[config.mk]
export PLATFORM = sky130hd
export DESIGN_NAME = lpccu_top
export DESIGN_NICKNAME = d
export VERILOG_FILES = /design/src/lpccu_pkg.sv /design/src/lpccu_top.sv
export SDC_FILE = /design/constraint.sdc
export NUM_CORES = 1
export LEC_CHECK = 0
export ABC_AREA = 1
export ABC_CLOCK_PERIOD_IN_PS = 4650
export BUFFER_PORTS_ARGS = -buffer_cell sky130_fd_sc_hd__buf_4
export CORE_MARGIN = 3
export CORE_UTILIZATION = 45
export DETAILED_ROUTE_END_ITERATION = 12
export PLACE_DENSITY = 0.67
export SETUP_SLACK_MARGIN = 0.05
export SLEW_MARGIN = 0
export SYNTH_ARGS = -nofsm -noshare
export SYNTH_HDL_FRONTEND = slang
export SYNTH_SLANG_ARGS = --single-unit
export TNS_END_PERCENT = 5
[constraint.sdc]
create_clock -name aclk -period 4.65 [get_ports aclk]
set_clock_uncertainty 0.05 [all_clocks]
set_input_delay 0.2325 -clock aclk [delete_from_list [all_inputs] [get_ports aclk]]
set_output_delay 0.2325 -clock aclk [all_outputs]
set_load 0.03 [all_outputs]
[src/lpccu_pkg.sv]
// Package of constants and types for the low-power clock control unit
package lpccu_pkg;
    // Register indices; the byte address is four times the index
    localparam logic [7:0] IDX_CORE_MODE = 8'hEB;
    localparam logic [7:0] IDX_CLK_CTL = 8'hF0;
    localparam logic [7:0] IDX_REG_CTL = 8'hF1;
    localparam logic [7:0] IDX_CLK_FLAG = 8'hF2;
    localparam logic [7:0] IDX_PLL_CFG = 8'hF6;
    localparam logic [7:0] RST_CORE_MODE = 8'hE0;
    localparam logic [7:0] RST_CLK_CTL = 8'h00;
    localparam logic [7:0] RST_PLL_CFG = 8'h00;
    localparam int BIT_HALVE = 5;
    localparam int PRS_LSB = 2;
    localparam int PRS_W = 3;
    localparam int BIT_REG_OFF = 3;
    localparam int BIT_HALT_EN = 4;
    localparam int BIT_XT_DIV16 = 3;
    localparam int BIT_PLL_CHOICE = 0;
    localparam int BIT_FREE_RUN = 7;
    localparam logic [1:0] RESP_OKAY = 2'h0;
    localparam logic [1:0] RESP_DECERR = 2'h3;
    localparam logic [3:0] DIV16_LAST = 4'hF;
    // Timing
    localparam int CLK_PERIOD_NS = 50;
    localparam int IRQ_LOW_NS = 200;
    localparam int IRQ_LOW_CYCLES = (IRQ_LOW_NS + CLK_PERIOD_NS - 1) / CLK_PERIOD_NS;
    localparam int ALT_ABSENT_NS = 10000;
    localparam int ALT_ABSENT_CYCLES = ALT_ABSENT_NS / CLK_PERIOD_NS;

    typedef struct packed {
        logic irq_src;
        logic [2:0] test;
        logic halt_rst;
        logic alt_req;
        logic wait_choice;
        logic lpw_en;
    } lpccu_ctl_t;

    typedef struct packed {
        logic halt_en;
        logic xt_div16;
        logic alt_flag;
        logic lock;
        logic pll_choice;
    } lpccu_flag_t;

    typedef enum logic [1:0] {
        SRC_HALF,
        SRC_DIV16,
        SRC_PLL,
        SRC_ALT
    } lpccu_src_t;
endpackage : lpccu_pkg

[src/lpccu_top.sv]
// Clock control unit: source selection, low-power wait, clock events, AXI4-Lite registers
`timescale 1ns/1ps
`default_nettype none

module lpccu_top #(
    parameter int ADDR_W = 12,
    parameter int ALT_ABSENT = lpccu_pkg::ALT_ABSENT_CYCLES
) (
    input wire logic aclk,
    input wire logic aresetn,
    input wire logic [ADDR_W-1:0] s_axi_awaddr,
    input wire logic s_axi_awvalid,
    output logic s_axi_awready,
    input wire logic [31:0] s_axi_wdata,
    input wire logic [3:0] s_axi_wstrb,
    input wire logic s_axi_wvalid,
    output logic s_axi_wready,
    output logic [1:0] s_axi_bresp,
    output logic s_axi_bvalid,
    input wire logic s_axi_bready,
    input wire logic [ADDR_W-1:0] s_axi_araddr,
    input wire logic s_axi_arvalid,
    output logic s_axi_arready,
    output logic [31:0] s_axi_rdata,
    output logic [1:0] s_axi_rresp,
    output logic s_axi_rvalid,
    input wire logic s_axi_rready,
    input wire logic raw_crystal_clock,
    input wire logic alternate_low_freq_clock,
    input wire logic pll_clock_tick,
    input wire logic pll_locked,
    input wire logic wait_exec,
    input wire logic wake_event,
    input wire logic halt_exec,
    input wire logic stop_exit,
    input wire logic ext_irq_pin,
    output logic system_clock_en,
    output logic core_clock_en,
    output logic clock_unit_irq_line,
    output logic crystal_osc_enable,
    output logic pll_enable,
    output logic main_regulator_off,
    output logic halt_reset_req,
    output logic wait_state
);
    localparam int ALT_CW = $clog2(ALT_ABSENT + 1);
    localparam logic [ALT_CW-1:0] ALT_MAX = ALT_CW'(ALT_ABSENT);
    localparam logic [2:0] IRQ_LOW = 3'(lpccu_pkg::IRQ_LOW_CYCLES);

    lpccu_pkg::lpccu_ctl_t ctl;
    logic [7:0] core_mode;
    logic [7:0] pll_cfg;
    logic halt_en;
    logic xt_div16;
    logic pll_choice;
    logic halted;
    lpccu_pkg::lpccu_src_t cur_src;

    // Bus write path
    logic [ADDR_W-1:0] aw_addr;
    logic [7:0] w_byte;
    logic w_lane0;
    wire aw_hs = s_axi_awvalid && s_axi_awready;
    wire w_hs = s_axi_wvalid && s_axi_wready;
    wire wr_go = !s_axi_awready && !s_axi_wready && !s_axi_bvalid;
    wire [7:0] wr_idx = aw_addr[9:2];
    wire wr_hit = aw_addr[ADDR_W-1:10] == '0 && aw_addr[1:0] == 2'h0;
    wire wr_en = wr_go && wr_hit && w_lane0;
    wire wr_mode = wr_en && wr_idx == lpccu_pkg::IDX_CORE_MODE;
    wire wr_ctl = wr_en && wr_idx == lpccu_pkg::IDX_CLK_CTL;
    wire wr_reg = wr_en && wr_idx == lpccu_pkg::IDX_REG_CTL;
    wire wr_flag = wr_en && wr_idx == lpccu_pkg::IDX_CLK_FLAG;
    wire wr_pll = wr_en && wr_idx == lpccu_pkg::IDX_PLL_CFG;
    wire wr_known = wr_idx == lpccu_pkg::IDX_CORE_MODE || wr_idx == lpccu_pkg::IDX_CLK_CTL
        || wr_idx == lpccu_pkg::IDX_REG_CTL || wr_idx == lpccu_pkg::IDX_CLK_FLAG
        || wr_idx == lpccu_pkg::IDX_PLL_CFG;

    always_ff @(posedge aclk)
    begin
        if (!aresetn)
        begin
            s_axi_awready <= 1'b1;
            s_axi_wready <= 1'b1;
            s_axi_bvalid <= 1'b0;
            s_axi_bresp <= lpccu_pkg::RESP_OKAY;
            aw_addr <= '0;
            w_byte <= 8'h00;
            w_lane0 <= 1'b0;
        end
        else
        begin
            if (aw_hs)
            begin
                aw_addr <= s_axi_awaddr;
                s_axi_awready <= 1'b0;
            end
            if (w_hs)
            begin
                w_byte <= s_axi_wdata[7:0];
                w_lane0 <= s_axi_wstrb[0];
                s_axi_wready <= 1'b0;
            end
            if (wr_go)
            begin
                s_axi_bvalid <= 1'b1;
                s_axi_bresp <= (wr_hit && wr_known) ? lpccu_pkg::RESP_OKAY
                                                    : lpccu_pkg::RESP_DECERR;
            end
            if (s_axi_bvalid && s_axi_bready)
            begin
                s_axi_bvalid <= 1'b0;
                s_axi_awready <= 1'b1;
                s_axi_wready <= 1'b1;
            end
        end
    end

    // Input edge detection; pins are synchronous to aclk
    logic xtal_q;
    logic alt_q;
    logic halve_ph;
    logic [3:0] d16_cnt;
    logic [ALT_CW-1:0] alt_idle;
    wire osc_on = crystal_osc_enable;
    wire xtal_rise = raw_crystal_clock && !xtal_q && osc_on;
    wire half_tick = xtal_rise && (!core_mode[lpccu_pkg::BIT_HALVE] || halve_ph);
    wire d16_tick = half_tick && d16_cnt == lpccu_pkg::DIV16_LAST;
    wire alt_rise = alternate_low_freq_clock && !alt_q;
    wire alt_present = alt_idle != ALT_MAX;

    always_ff @(posedge aclk)
    begin
        if (!aresetn)
        begin
            xtal_q <= 1'b0;
            alt_q <= 1'b0;
            halve_ph <= 1'b0;
            d16_cnt <= 4'h0;
            alt_idle <= ALT_MAX;
        end
        else
        begin
            xtal_q <= raw_crystal_clock;
            alt_q <= alternate_low_freq_clock;
            if (xtal_rise)
                halve_ph <= !halve_ph;
            if (half_tick)
                d16_cnt <= d16_cnt + 4'h1;
            if (alt_rise)
                alt_idle <= '0;
            else if (alt_idle != ALT_MAX)
                alt_idle <= alt_idle + ALT_CW'(1);
        end
    end

    // Source selection; the same path serves register writes and wait
    wire lp_wait = wait_state && ctl.lpw_en;
    wire free_run = pll_cfg[lpccu_pkg::BIT_FREE_RUN];
    wire want_alt = (ctl.alt_req || (lp_wait && ctl.wait_choice)) && alt_present;
    wire want_div16 = !xt_div16 || lp_wait;
    wire pll_ok = pll_enable && (pll_locked || free_run);
    wire want_pll = pll_choice && pll_ok;
    wire alt_active = cur_src == lpccu_pkg::SRC_ALT;
    wire [4:0] flag_bits = {halt_en && alt_active, xt_div16, alt_active, pll_locked, pll_choice};
    lpccu_pkg::lpccu_flag_t flag;
    assign flag = lpccu_pkg::lpccu_flag_t'(flag_bits);
    lpccu_pkg::lpccu_src_t want_src;
    assign want_src = want_alt ? lpccu_pkg::SRC_ALT
                    : want_div16 ? lpccu_pkg::SRC_DIV16
                    : want_pll ? lpccu_pkg::SRC_PLL : lpccu_pkg::SRC_HALF;

    function automatic logic src_tick(input lpccu_pkg::lpccu_src_t s, input logic h,
                                      input logic d, input logic p, input logic a);
        unique case (s)
            lpccu_pkg::SRC_HALF: src_tick = h;
            lpccu_pkg::SRC_DIV16: src_tick = d;
            lpccu_pkg::SRC_PLL: src_tick = p;
            lpccu_pkg::SRC_ALT: src_tick = a;
        endcase
    endfunction : src_tick

    // The switch happens on a tick of the new source, so no short pulse can appear
    wire new_tick = src_tick(want_src, half_tick, d16_tick, pll_clock_tick, alt_rise);
    wire cur_tick = src_tick(cur_src, half_tick, d16_tick, pll_clock_tick, alt_rise);
    wire switching = want_src != cur_src;
    wire next_sys = !halted && (switching ? new_tick : cur_tick);
    wire next_osc = !halted && !(halt_en && alt_active);
    wire next_pll = !halted && !main_regulator_off && xt_div16
                    && !(lp_wait && !free_run);

    // Clock events for the interrupt line
    logic div16_q;
    logic alt_act_q;
    logic lock_q;
    logic [2:0] low_cnt;
    logic [2:0] pcnt;
    wire div16_act = cur_src == lpccu_pkg::SRC_DIV16;
    wire lock_evt = pll_enable && (pll_locked != lock_q);
    wire evt = (div16_act != div16_q) || (alt_active != alt_act_q) || lock_evt
               || stop_exit;
    wire int_low = low_cnt != 3'h0;
    wire next_line = ctl.irq_src ? !int_low : ext_irq_pin;
    wire [2:0] prs = core_mode[lpccu_pkg::PRS_LSB +: lpccu_pkg::PRS_W];
    wire pmatch = pcnt >= prs;
    wire next_core = next_sys && pmatch && !wait_state;

    always_ff @(posedge aclk)
    begin
        if (!aresetn)
        begin
            cur_src <= lpccu_pkg::SRC_HALF;
            system_clock_en <= 1'b0;
            core_clock_en <= 1'b0;
            crystal_osc_enable <= 1'b1;
            pll_enable <= 1'b1;
            pcnt <= 3'h0;
            div16_q <= 1'b0;
            alt_act_q <= 1'b0;
            // Start from the present lock level so reset release raises no false event
            lock_q <= pll_locked;
            low_cnt <= 3'h0;
            clock_unit_irq_line <= 1'b1;
        end
        else
        begin
            if (switching && new_tick)
                cur_src <= want_src;
            system_clock_en <= next_sys;
            core_clock_en <= next_core;
            crystal_osc_enable <= next_osc;
            pll_enable <= next_pll;
            if (next_sys)
                pcnt <= pmatch ? 3'h0 : pcnt + 3'h1;
            div16_q <= div16_act;
            alt_act_q <= alt_active;
            lock_q <= pll_locked;
            if (evt)
                low_cnt <= IRQ_LOW;
            else if (int_low)
                low_cnt <= low_cnt - 3'h1;
            clock_unit_irq_line <= next_line;
        end
    end

    // Software registers and wait / halt state
    always_ff @(posedge aclk)
    begin
        if (!aresetn)
        begin
            core_mode <= lpccu_pkg::RST_CORE_MODE;
            ctl <= lpccu_pkg::lpccu_ctl_t'(lpccu_pkg::RST_CLK_CTL);
            pll_cfg <= lpccu_pkg::RST_PLL_CFG;
            main_regulator_off <= 1'b0;
            halt_en <= 1'b0;
            xt_div16 <= 1'b1;
            pll_choice <= 1'b0;
            wait_state <= 1'b0;
            halted <= 1'b0;
            halt_reset_req <= 1'b0;
        end
        else
        begin
            if (wr_mode)
                core_mode <= w_byte;
            if (wr_ctl)
                ctl <= lpccu_pkg::lpccu_ctl_t'(w_byte);
            // The wait clock choice acts as the request, so the alternate clock stays after wake
            if (lp_wait && ctl.wait_choice && alt_active)
                ctl.alt_req <= 1'b1;
            if (wr_pll)
                pll_cfg <= w_byte;
            if (wr_reg)
                main_regulator_off <= w_byte[lpccu_pkg::BIT_REG_OFF];
            if (wr_flag)
            begin
                halt_en <= w_byte[lpccu_pkg::BIT_HALT_EN];
                xt_div16 <= w_byte[lpccu_pkg::BIT_XT_DIV16];
            end
            // Hardware clear wins on low-power wait entry, regulator off, crystal off, xt_div16 clear or halt
            if ((wait_exec && ctl.lpw_en) || main_regulator_off || !crystal_osc_enable
                || !xt_div16 || halted)
                pll_choice <= 1'b0;
            else if (wr_flag)
                pll_choice <= w_byte[lpccu_pkg::BIT_PLL_CHOICE];
            // Entry wins over a coincident wake so the wait is not lost
            if (wait_exec)
                wait_state <= 1'b1;
            else if (wake_event)
                wait_state <= 1'b0;
            halt_reset_req <= halt_exec && ctl.halt_rst;
            if (halt_exec && !ctl.halt_rst)
                halted <= 1'b1;
        end
    end

    // Bus read path
    wire [7:0] rd_idx = s_axi_araddr[9:2];
    wire rd_hit = s_axi_araddr[ADDR_W-1:10] == '0 && s_axi_araddr[1:0] == 2'h0;
    wire [7:0] rd_byte = rd_idx == lpccu_pkg::IDX_CORE_MODE ? core_mode
                       : rd_idx == lpccu_pkg::IDX_CLK_CTL ? 8'(ctl)
                       : rd_idx == lpccu_pkg::IDX_REG_CTL
                         ? 8'(main_regulator_off) << lpccu_pkg::BIT_REG_OFF
                       : rd_idx == lpccu_pkg::IDX_CLK_FLAG ? {3'h0, flag}
                       : rd_idx == lpccu_pkg::IDX_PLL_CFG ? pll_cfg : 8'h00;
    wire rd_known = rd_idx == lpccu_pkg::IDX_CORE_MODE || rd_idx == lpccu_pkg::IDX_CLK_CTL
        || rd_idx == lpccu_pkg::IDX_REG_CTL || rd_idx == lpccu_pkg::IDX_CLK_FLAG
        || rd_idx == lpccu_pkg::IDX_PLL_CFG;

    always_ff @(posedge aclk)
    begin
        if (!aresetn)
        begin
            s_axi_arready <= 1'b1;
            s_axi_rvalid <= 1'b0;
            s_axi_rdata <= 32'h0000_0000;
            s_axi_rresp <= lpccu_pkg::RESP_OKAY;
        end
        else if (s_axi_arvalid && s_axi_arready)
        begin
            s_axi_arready <= 1'b0;
            s_axi_rvalid <= 1'b1;
            s_axi_rdata <= {24'h000000, rd_hit ? rd_byte : 8'h00};
            s_axi_rresp <= (rd_hit && rd_known) ? lpccu_pkg::RESP_OKAY
                                                : lpccu_pkg::RESP_DECERR;
        end
        else if (s_axi_rvalid && s_axi_rready)
        begin
            s_axi_rvalid <= 1'b0;
            s_axi_arready <= 1'b1;
        end
    end
endmodule : lpccu_top

`default_nettype wire

==> results_dict.tcl, run 1 <==
set metrics [dict create \
    critical_path.startpoint_type "register" \
    timing.hold.worst.class "input port to register" \
    max-clock-path-buffers 2 \
    sw_frac_of_total_pct 26.9 \
    clock_transition_at_the_registers_of_the_reported_paths_ns 0.10 \
    cts.sink_count 98 \
    grt-ovfl-total 0 \
    arrival_time_of_the_worst_setup_path_ns 1.99 \
    route.vias.total 3879 \
    final_common_cell "sky130_fd_sc_hd__nand2_1" \
    start_to_end_type_of_the_worst_setup_path "register to register" \
    drive_gt1_share_pct 19.3 \
    grt_pass1_wl_mm 16.3 \
    fp.coreArea_um2 9860 \
    grt_start_max_net_pins 51 \
    p_seq_share_pct 53.2 \
    dieWidth_um 107 \
    dpl.cell_count 789 \
    drt_first_pass_iters 4 \
    timing_max_transition_violations_final 0 \
    ys_ff_latch 98 \
    combPwrFrac_pct 12.5 \
    tritoncts "done" \
    area_delta_synth_final_pct 16.7 \
    switchingPower_w 0.000451 \
    ys_async_sr_fraction_pct 0 \
    first_global_vias 3579 \
    dpl-instance-area_um2 5130 \
    layout.cells.most_common_list "sky130_fd_sc_hd__nand2_1 (106), sky130_fd_sc_hd__dfxtp_1 (98), sky130_fd_sc_hd__buf_4 (74), sky130_fd_sc_hd__inv_1 (68), sky130_fd_sc_hd__nor2_1 (66)" \
    synthDistinctLibCells 43 \
    die_area_um2 11500 \
    vdd.ir_drop.worst_v 0.000167 \
    detail_route.wl_per_cell_um 12.1 \
    timing.fmax_mhz 569 \
    layout.cell_area.non_filler_um2 5360 \
    cts.repair_timing.setup_buffer_count 0 \
    finalNonFillerCells 807 \
    final.period_utilization_pct 37.8 \
    antennaDiodeCount 0 \
    die_y_um 107 \
    endpoint_kind "register" \
    worst_skew_pair.late_latency_ns 0.35 \
    status "completed" \
    setup_viol 0 \
    cp_data_required_time_ns 4.88 \
    synthesis.area_um2 4590 \
    number_of_flops_mapped_to_enable_cells_by_yosys 0 \
    detail_route.drc_violations 0 \
    worst-path-max-fanout 12 \
    setup_tns_final_ns 0 \
    postSynthAreaPerCell_um2 7.64 \
    detail_route.iter0.violations 196 \
    fin_nets 754 \
    worst_margin_pin_slew_ns 0.513 \
    power.static_leakage_nw 2.40 \
    critical_path.cell_chain "nand2_1 > nor4_4 > o21ai_1 > o21bai_1 > a21oi_1" \
    cpMaxStageDelayCell "sky130_fd_sc_hd__nor4_4" \
    cpPeakStageDelay_ns 0.55 \
    initial_standard_cell_utilization_of_the_core_pct 46.6 \
    synth-seq-area-share_pct 42.7 \
    postSynthCellCount 601 \
    globalplace.congestion 0.809 \
    post-layout-total-power_w 0.00168 \
    rows 36 \
    cell_internal_pwr_w 0.00123 \
    drv_cap 0 \
    post-dp-hpwl_mm 7.37 \
    maxSlewHeadroom_pct 65.5 \
    tritoncts.num_buffers 9 \
    cts_max_level 3 \
    fill_cells 939 \
    postRouteWirelength_mm 9.77 \
    ant_nets 0 \
    power_density_nw_per_um2 313 \
    finalCoreUtilization_pct 54.4 \
    hold_viol_final 0 \
    antenna_found_initial 0 \
    ys.warnings.count 0 \
    ios 125 \
    setup_repair_after_global_routing_missed_its_margin "false" \
    post_cts.resized_instances 0 \
    layout_min_cycle_time_ns 1.76 \
    grt_util_all_layers_pct 17.4 \
    power.share.clock_pct 34.3 \
    average_vias_per_placed_instance 4.81 \
    ctsHoldBuffers 1 \
    cts_root_buf "sky130_fd_sc_hd__clkbuf_8" \
    buffer_ports.inserted 73 \
    yosys_most_used_dff "sky130_fd_sc_hd__dfxtp_1" \
]
cell usage after synthesis (all sizes together) (4+ instances only):
cell	count	area (um^2)
a211oi	18	160
a21oi	44	220
buf	32	236
clkbuf	10	37.5
dfxtp	98	1960
ha	9	113
inv	72	270
nand2	113	447
nand3	27	195
nand4	13	87.6
nor2	77	332
nor3	5	25.0
o211ai	4	30.0
o21ai	49	245
or2	6	37.5
logic make-up (layout without fill, tap and decap cells):
| family | Yosys count | count (layout) | synth area share (%) |
|---|---|---|---|
| AO/OA/AOI/OAI | 125 | 125 | 15.9 |
| other | 1 | 24 | 0.0816 |
| adder cells (fa/ha/maj) | 9 | 9 | 2.45 |
| XOR/XNOR | 6 | 6 | 1.14 |
| buffers and inverters | 114 | 164 | 11.8 |
| AND/OR/NAND/NOR | 248 | 248 | 25.8 |
| flip-flops | 98 | 98 | 42.7 |
sequential cells by signal (all words and copies together) (netlist names), 2 cells and up:
register and count:
ctl 8, low_cnt 3, s_axi_rdata 8, alt_idle 8, w_byte 8, pll_cfg 8, pcnt 3, core_mode 8
aw_addr 12, cur_src 2, d16_cnt 4
layer usage:
metal | track usage (%) | vias up | wire (um)
li1 | - | 2060 | -
met1 | 23.7 | 1694 | 4740
met2 | 27.8 | 114 | 4310
met3 | 4.03 | 11 | 593
met4 | 4.75 | 0 | 129
met5 | 0 | - | 0
final timing paths:
check / to / cells past startpoint / from / slack, ns
max: s_axi_rdata[2] / 5 / s_axi_arready / 2.89
min: alt_q / 3 / alternate_low_freq_clock / 0.008
max reg2reg: s_axi_rdata[2] / 5 / s_axi_arready / 2.89
min reg2reg: low_cnt[1] / 2 / low_cnt[1] / 0.42
stage by stage:
step | hold slack (ns) | setup WS [ns]
finish | 0.00759 | 2.89
global route | 0.00661 | 2.74
detailed placement | 0.339 | 2.85
global placement | 0.344 | 2.86
CTS | 0.000367 | 2.89
floorplan | 0.210 | 3.08
power groups by stage:
stage | registers (W) | clock network, W | logic (W)
floorplan | 0.000921 | 0 | 0.000145
global placement | 0.000911 | 0 | 0.000205
detailed placement | 0.000912 | 0 | 0.000209
CTS | 0.000892 | 0.000588 | 0.000210
global route | 0.000897 | 0.000624 | 0.000234
finish | 0.000892 | 0.000575 | 0.000209
critical path: cells and delay by family (launching register included):
kind	cells	cell delay, ns
simple gates	2	0.82
compound gates	3	0.46
flops	1	0.35
final cells by class:
type	count	area, um^2	area share, %
multi-input combinational	412	2170	40.6
sequential	98	1960	36.6
timing repair buffer	76	576	10.7
inverter	72	270	5.04
tap	133	166	3.10
clock buffer	11	151	2.82
clock inverter	5	62.6	1.17
Note: power is estimated with default switching activity, not from simulation.
==> inputs of run 2 (changes only) <==
ABC_AREA = 0   (was 1)
ABC_CLOCK_PERIOD_IN_PS = 1500   (was 4650)
PLACE_DENSITY = 0.7   (was 0.67)
clock period = 1.5 ns   (was 4.65 ns; I/O delays follow)
==> results_dict.tcl, run 2 <==
set metrics [dict create \
    final_critical_path_setup_slack_ns -0.488 \
    hold_viol_final 0 \
    tritoncts "done" \
    grt-ovfl-total 0 \
    synthesis.area_um2 4520 \
    die_area_um2 11300 \
    synth.top_cells.by_area "sky130_fd_sc_hd__dfxtp_1 (43%), sky130_fd_sc_hd__mux2i_1 (7.5%), sky130_fd_sc_hd__nand2_1 (5.6%), sky130_fd_sc_hd__nor2b_1 (4.6%), sky130_fd_sc_hd__a21boi_0 (4.3%)" \
    dpl.cell_count 733 \
    initial_standard_cell_utilization_of_the_core_pct 47.6 \
    cts_max_level 3 \
    power_density_nw_per_um2 880 \
    rows 35 \
    timing_max_transition_violations_final 0 \
    area_delta_synth_final_pct 37.8 \
    drv_cap 0 \
    fp.coreArea_um2 9500 \
    postRouteWirelength_mm 10.9 \
    globalplace.congestion 0.838 \
    yosys_most_used_dff "sky130_fd_sc_hd__dfxtp_1" \
    min_path_cells 2 \
    setup_repair_after_global_routing_missed_its_margin "true" \
    critical_path.startpoint_type "register" \
    final_common_cell "sky130_fd_sc_hd__buf_4" \
    yosysMostFrequentCell "sky130_fd_sc_hd__dfxtp_1" \
    synth-seq-area-share_pct 43.4 \
    finalNonFillerCells 786 \
    first_global_vias 3795 \
    vdd.ir_drop.worst_v 0.000590 \
    cts_root_buf "sky130_fd_sc_hd__clkbuf_8" \
    grt_pass1_wl_mm 17.8 \
    cts.sink_count 98 \
    ys_ff_latch 98 \
    final.period_utilization_pct 133 \
    cp_data_required_time_ns 1.70 \
    timing.fmax_mhz 503 \
    drt_first_pass_iters 4 \
    synthDistinctLibCells 53 \
    number_of_flops_mapped_to_enable_cells_by_yosys 0 \
    worst_r2r_src "aw_addr[0]" \
    endpoint_kind "register" \
    arrival_time_of_the_worst_setup_path_ns 2.19 \
    start_to_end_type_of_the_worst_setup_path "register to register" \
    detail_route.wl_per_cell_um 13.8 \
    failing_checks "setup timing" \
    power.static_leakage_nw 2.56 \
    worst-path-max-fanout 3 \
    clock_transition_at_the_registers_of_the_reported_paths_ns 0.08 \
    ios 125 \
    fin_nets 739 \
    synth_top_area_share_pct 43.4 \
    drive_gt1_share_pct 28.2 \
    postSynthCellCount 493 \
    regMostFlops "aw_addr" \
    die_y_um 106 \
    worst_skew_pair.late_latency_ns 0.35 \
    startpoint "aw_addr[0]" \
    setup_tns_final_ns -12.88 \
    ys_async_sr_fraction_pct 0 \
    grt_util_all_layers_pct 19.4 \
    netlist.top_cell.by_area "sky130_fd_sc_hd__dfxtp_1" \
    post-dp-hpwl_mm 7.85 \
    antenna_found_initial 0 \
    worst-r2r-cell-count 6 \
    ant_nets 0 \
    synthTopCellsByCount "sky130_fd_sc_hd__dfxtp_1 (98), sky130_fd_sc_hd__nand2_1 (68), sky130_fd_sc_hd__mux2i_1 (34)" \
    largest_reg_flops 12 \
    status "complete, but fails checks" \
    dieWidth_um 106 \
    layout_min_cycle_time_ns 1.99 \
    detail_route.iter0.violations 90 \
    grt_start_max_net_pins 39 \
    postSynthAreaPerCell_um2 9.17 \
    average_vias_per_placed_instance 4.92 \
    ys.warnings.count 0 \
    setup_viol 35 \
    hold_path_startpoint "aresetn" \
    timing.hold.worst.class "input port to register" \
    buffer_ports.inserted 73 \
    antennaDiodeCount 0 \
    route.vias.total 3868 \
    layout.cells.most_common_list "sky130_fd_sc_hd__buf_4 (132), sky130_fd_sc_hd__dfxtp_1 (90), sky130_fd_sc_hd__nand2_1 (68), sky130_fd_sc_hd__dlygate4sd3_1 (35), sky130_fd_sc_hd__mux2i_1 (34)" \
    tritoncts.num_buffers 9 \
    detail_route.drc_violations 0 \
    max-clock-path-buffers 2 \
]
==> run 2: cell count changes after synthesis, moves of 11 or more <==
cell and change:
sky130_fd_sc_hd__a211oi_1 -11, sky130_fd_sc_hd__inv_1 -56, sky130_fd_sc_hd__o21ai_0 -19, sky130_fd_sc_hd__and2_1 +12, sky130_fd_sc_hd__nor2_1 -49, sky130_fd_sc_hd__a21oi_1 -38
sky130_fd_sc_hd__nand2_1 -38, sky130_fd_sc_hd__nor2b_1 +33, sky130_fd_sc_hd__a21boi_0 +25, sky130_fd_sc_hd__mux2i_1 +34
==> run 2: path summary, 6_finish.rpt <==
| kind | to | slack (ns) |
|---|---|---|
| setup / recovery | ctl[2] | -0.49 |
| hold / removal | xt_div16 | 0.03 |
| hold reg to reg | aw_addr[7] | 0.41 |
| setup reg to reg | ctl[2] | -0.49 |
==> run 2: worst max-delay path, stage by stage, from the launching register on <==
cell	delay, ns
sky130_fd_sc_hd__dfxtp_1	0.32
sky130_fd_sc_hd__or3b_4	0.40
sky130_fd_sc_hd__nor4_4	0.26
sky130_fd_sc_hd__and4b_2	0.34
sky130_fd_sc_hd__mux2_4	0.31
sky130_fd_sc_hd__a31oi_1	0.15
sky130_fd_sc_hd__nor2b_1	0.06
==> run 2: repair_timing <==
| item | 4_1_cts | 5_1_grt |
|---|---|---|
| cloned | 0 | 0 |
| hold buffers | 35 | 0 |
| pin swaps | 8 | 1 |
| buffers inserted | 3 | 1 |
| resized for setup | 17 | 11 |
| setup endpoints to repair | 40 | 49 |
| hold endpoints to repair | 36 | 0 |
==> run 2: through the flow <==
step / utilization, % / worst slack [ns] / area [um^2] / hold slack [ns] / total power, W
after global placement: 58.2 / -0.528 / 5530 / 0.228 / 0.00347
after floorplan: - / -0.551 / 4620 / 0.0527 / 0.00325
after global routing: 65.6 / -0.549 / 6230 / 0.0292 / 0.00569
after CTS: 65.1 / -0.476 / 6190 / 0.00814 / 0.00552
after detailed placement: 58.2 / -0.629 / 5530 / 0.234 / 0.00349
final: 65.6 / -0.488 / 6230 / 0.0290 / 0.00549
==> run 2: layer usage <==
layer	up-vias	global-route usage (%)	wire length, um	share of wire [%]
met5	-	0	0	0
met4	0	3.98	126	1.2
met3	9	4.68	587	5.4
met2	105	34.3	5510	51
met1	1782	23.9	4660	43
li1	1972	-	-	-
==> run 2: cells by family after synthesis <==
| group | count (synthesis) | synth area share (%) |
|---|---|---|
| simple gates | 185 | 22.3 |
| flops | 98 | 43.4 |
| compound gates | 95 | 14.5 |
| buf+inv | 57 | 6.92 |
| mux | 35 | 7.78 |
| xor+xnor | 13 | 2.52 |
| fa+ha+maj | 9 | 2.49 |
| other cells | 1 | 0.0829 |
==> run 2: power breakdown <==
part | internal (W) | switching, W
Sequential | 0.00269 | 0.0000693
Clock | 0.00109 | 0.000849
Combinational | 0.000382 | 0.000409
Total | 0.00416 | 0.00133
==> run 2: area by class of cell <==
class | instances | area (um^2)
fill | 775 | 3270
clock inverter | 3 | 90.1
timing repair buffer | 172 | 1420
tap | 129 | 161
clock buffer | 11 | 131
sequential | 98 | 1970
multi-input combinational | 361 | 2420
inverter | 12 | 45.0
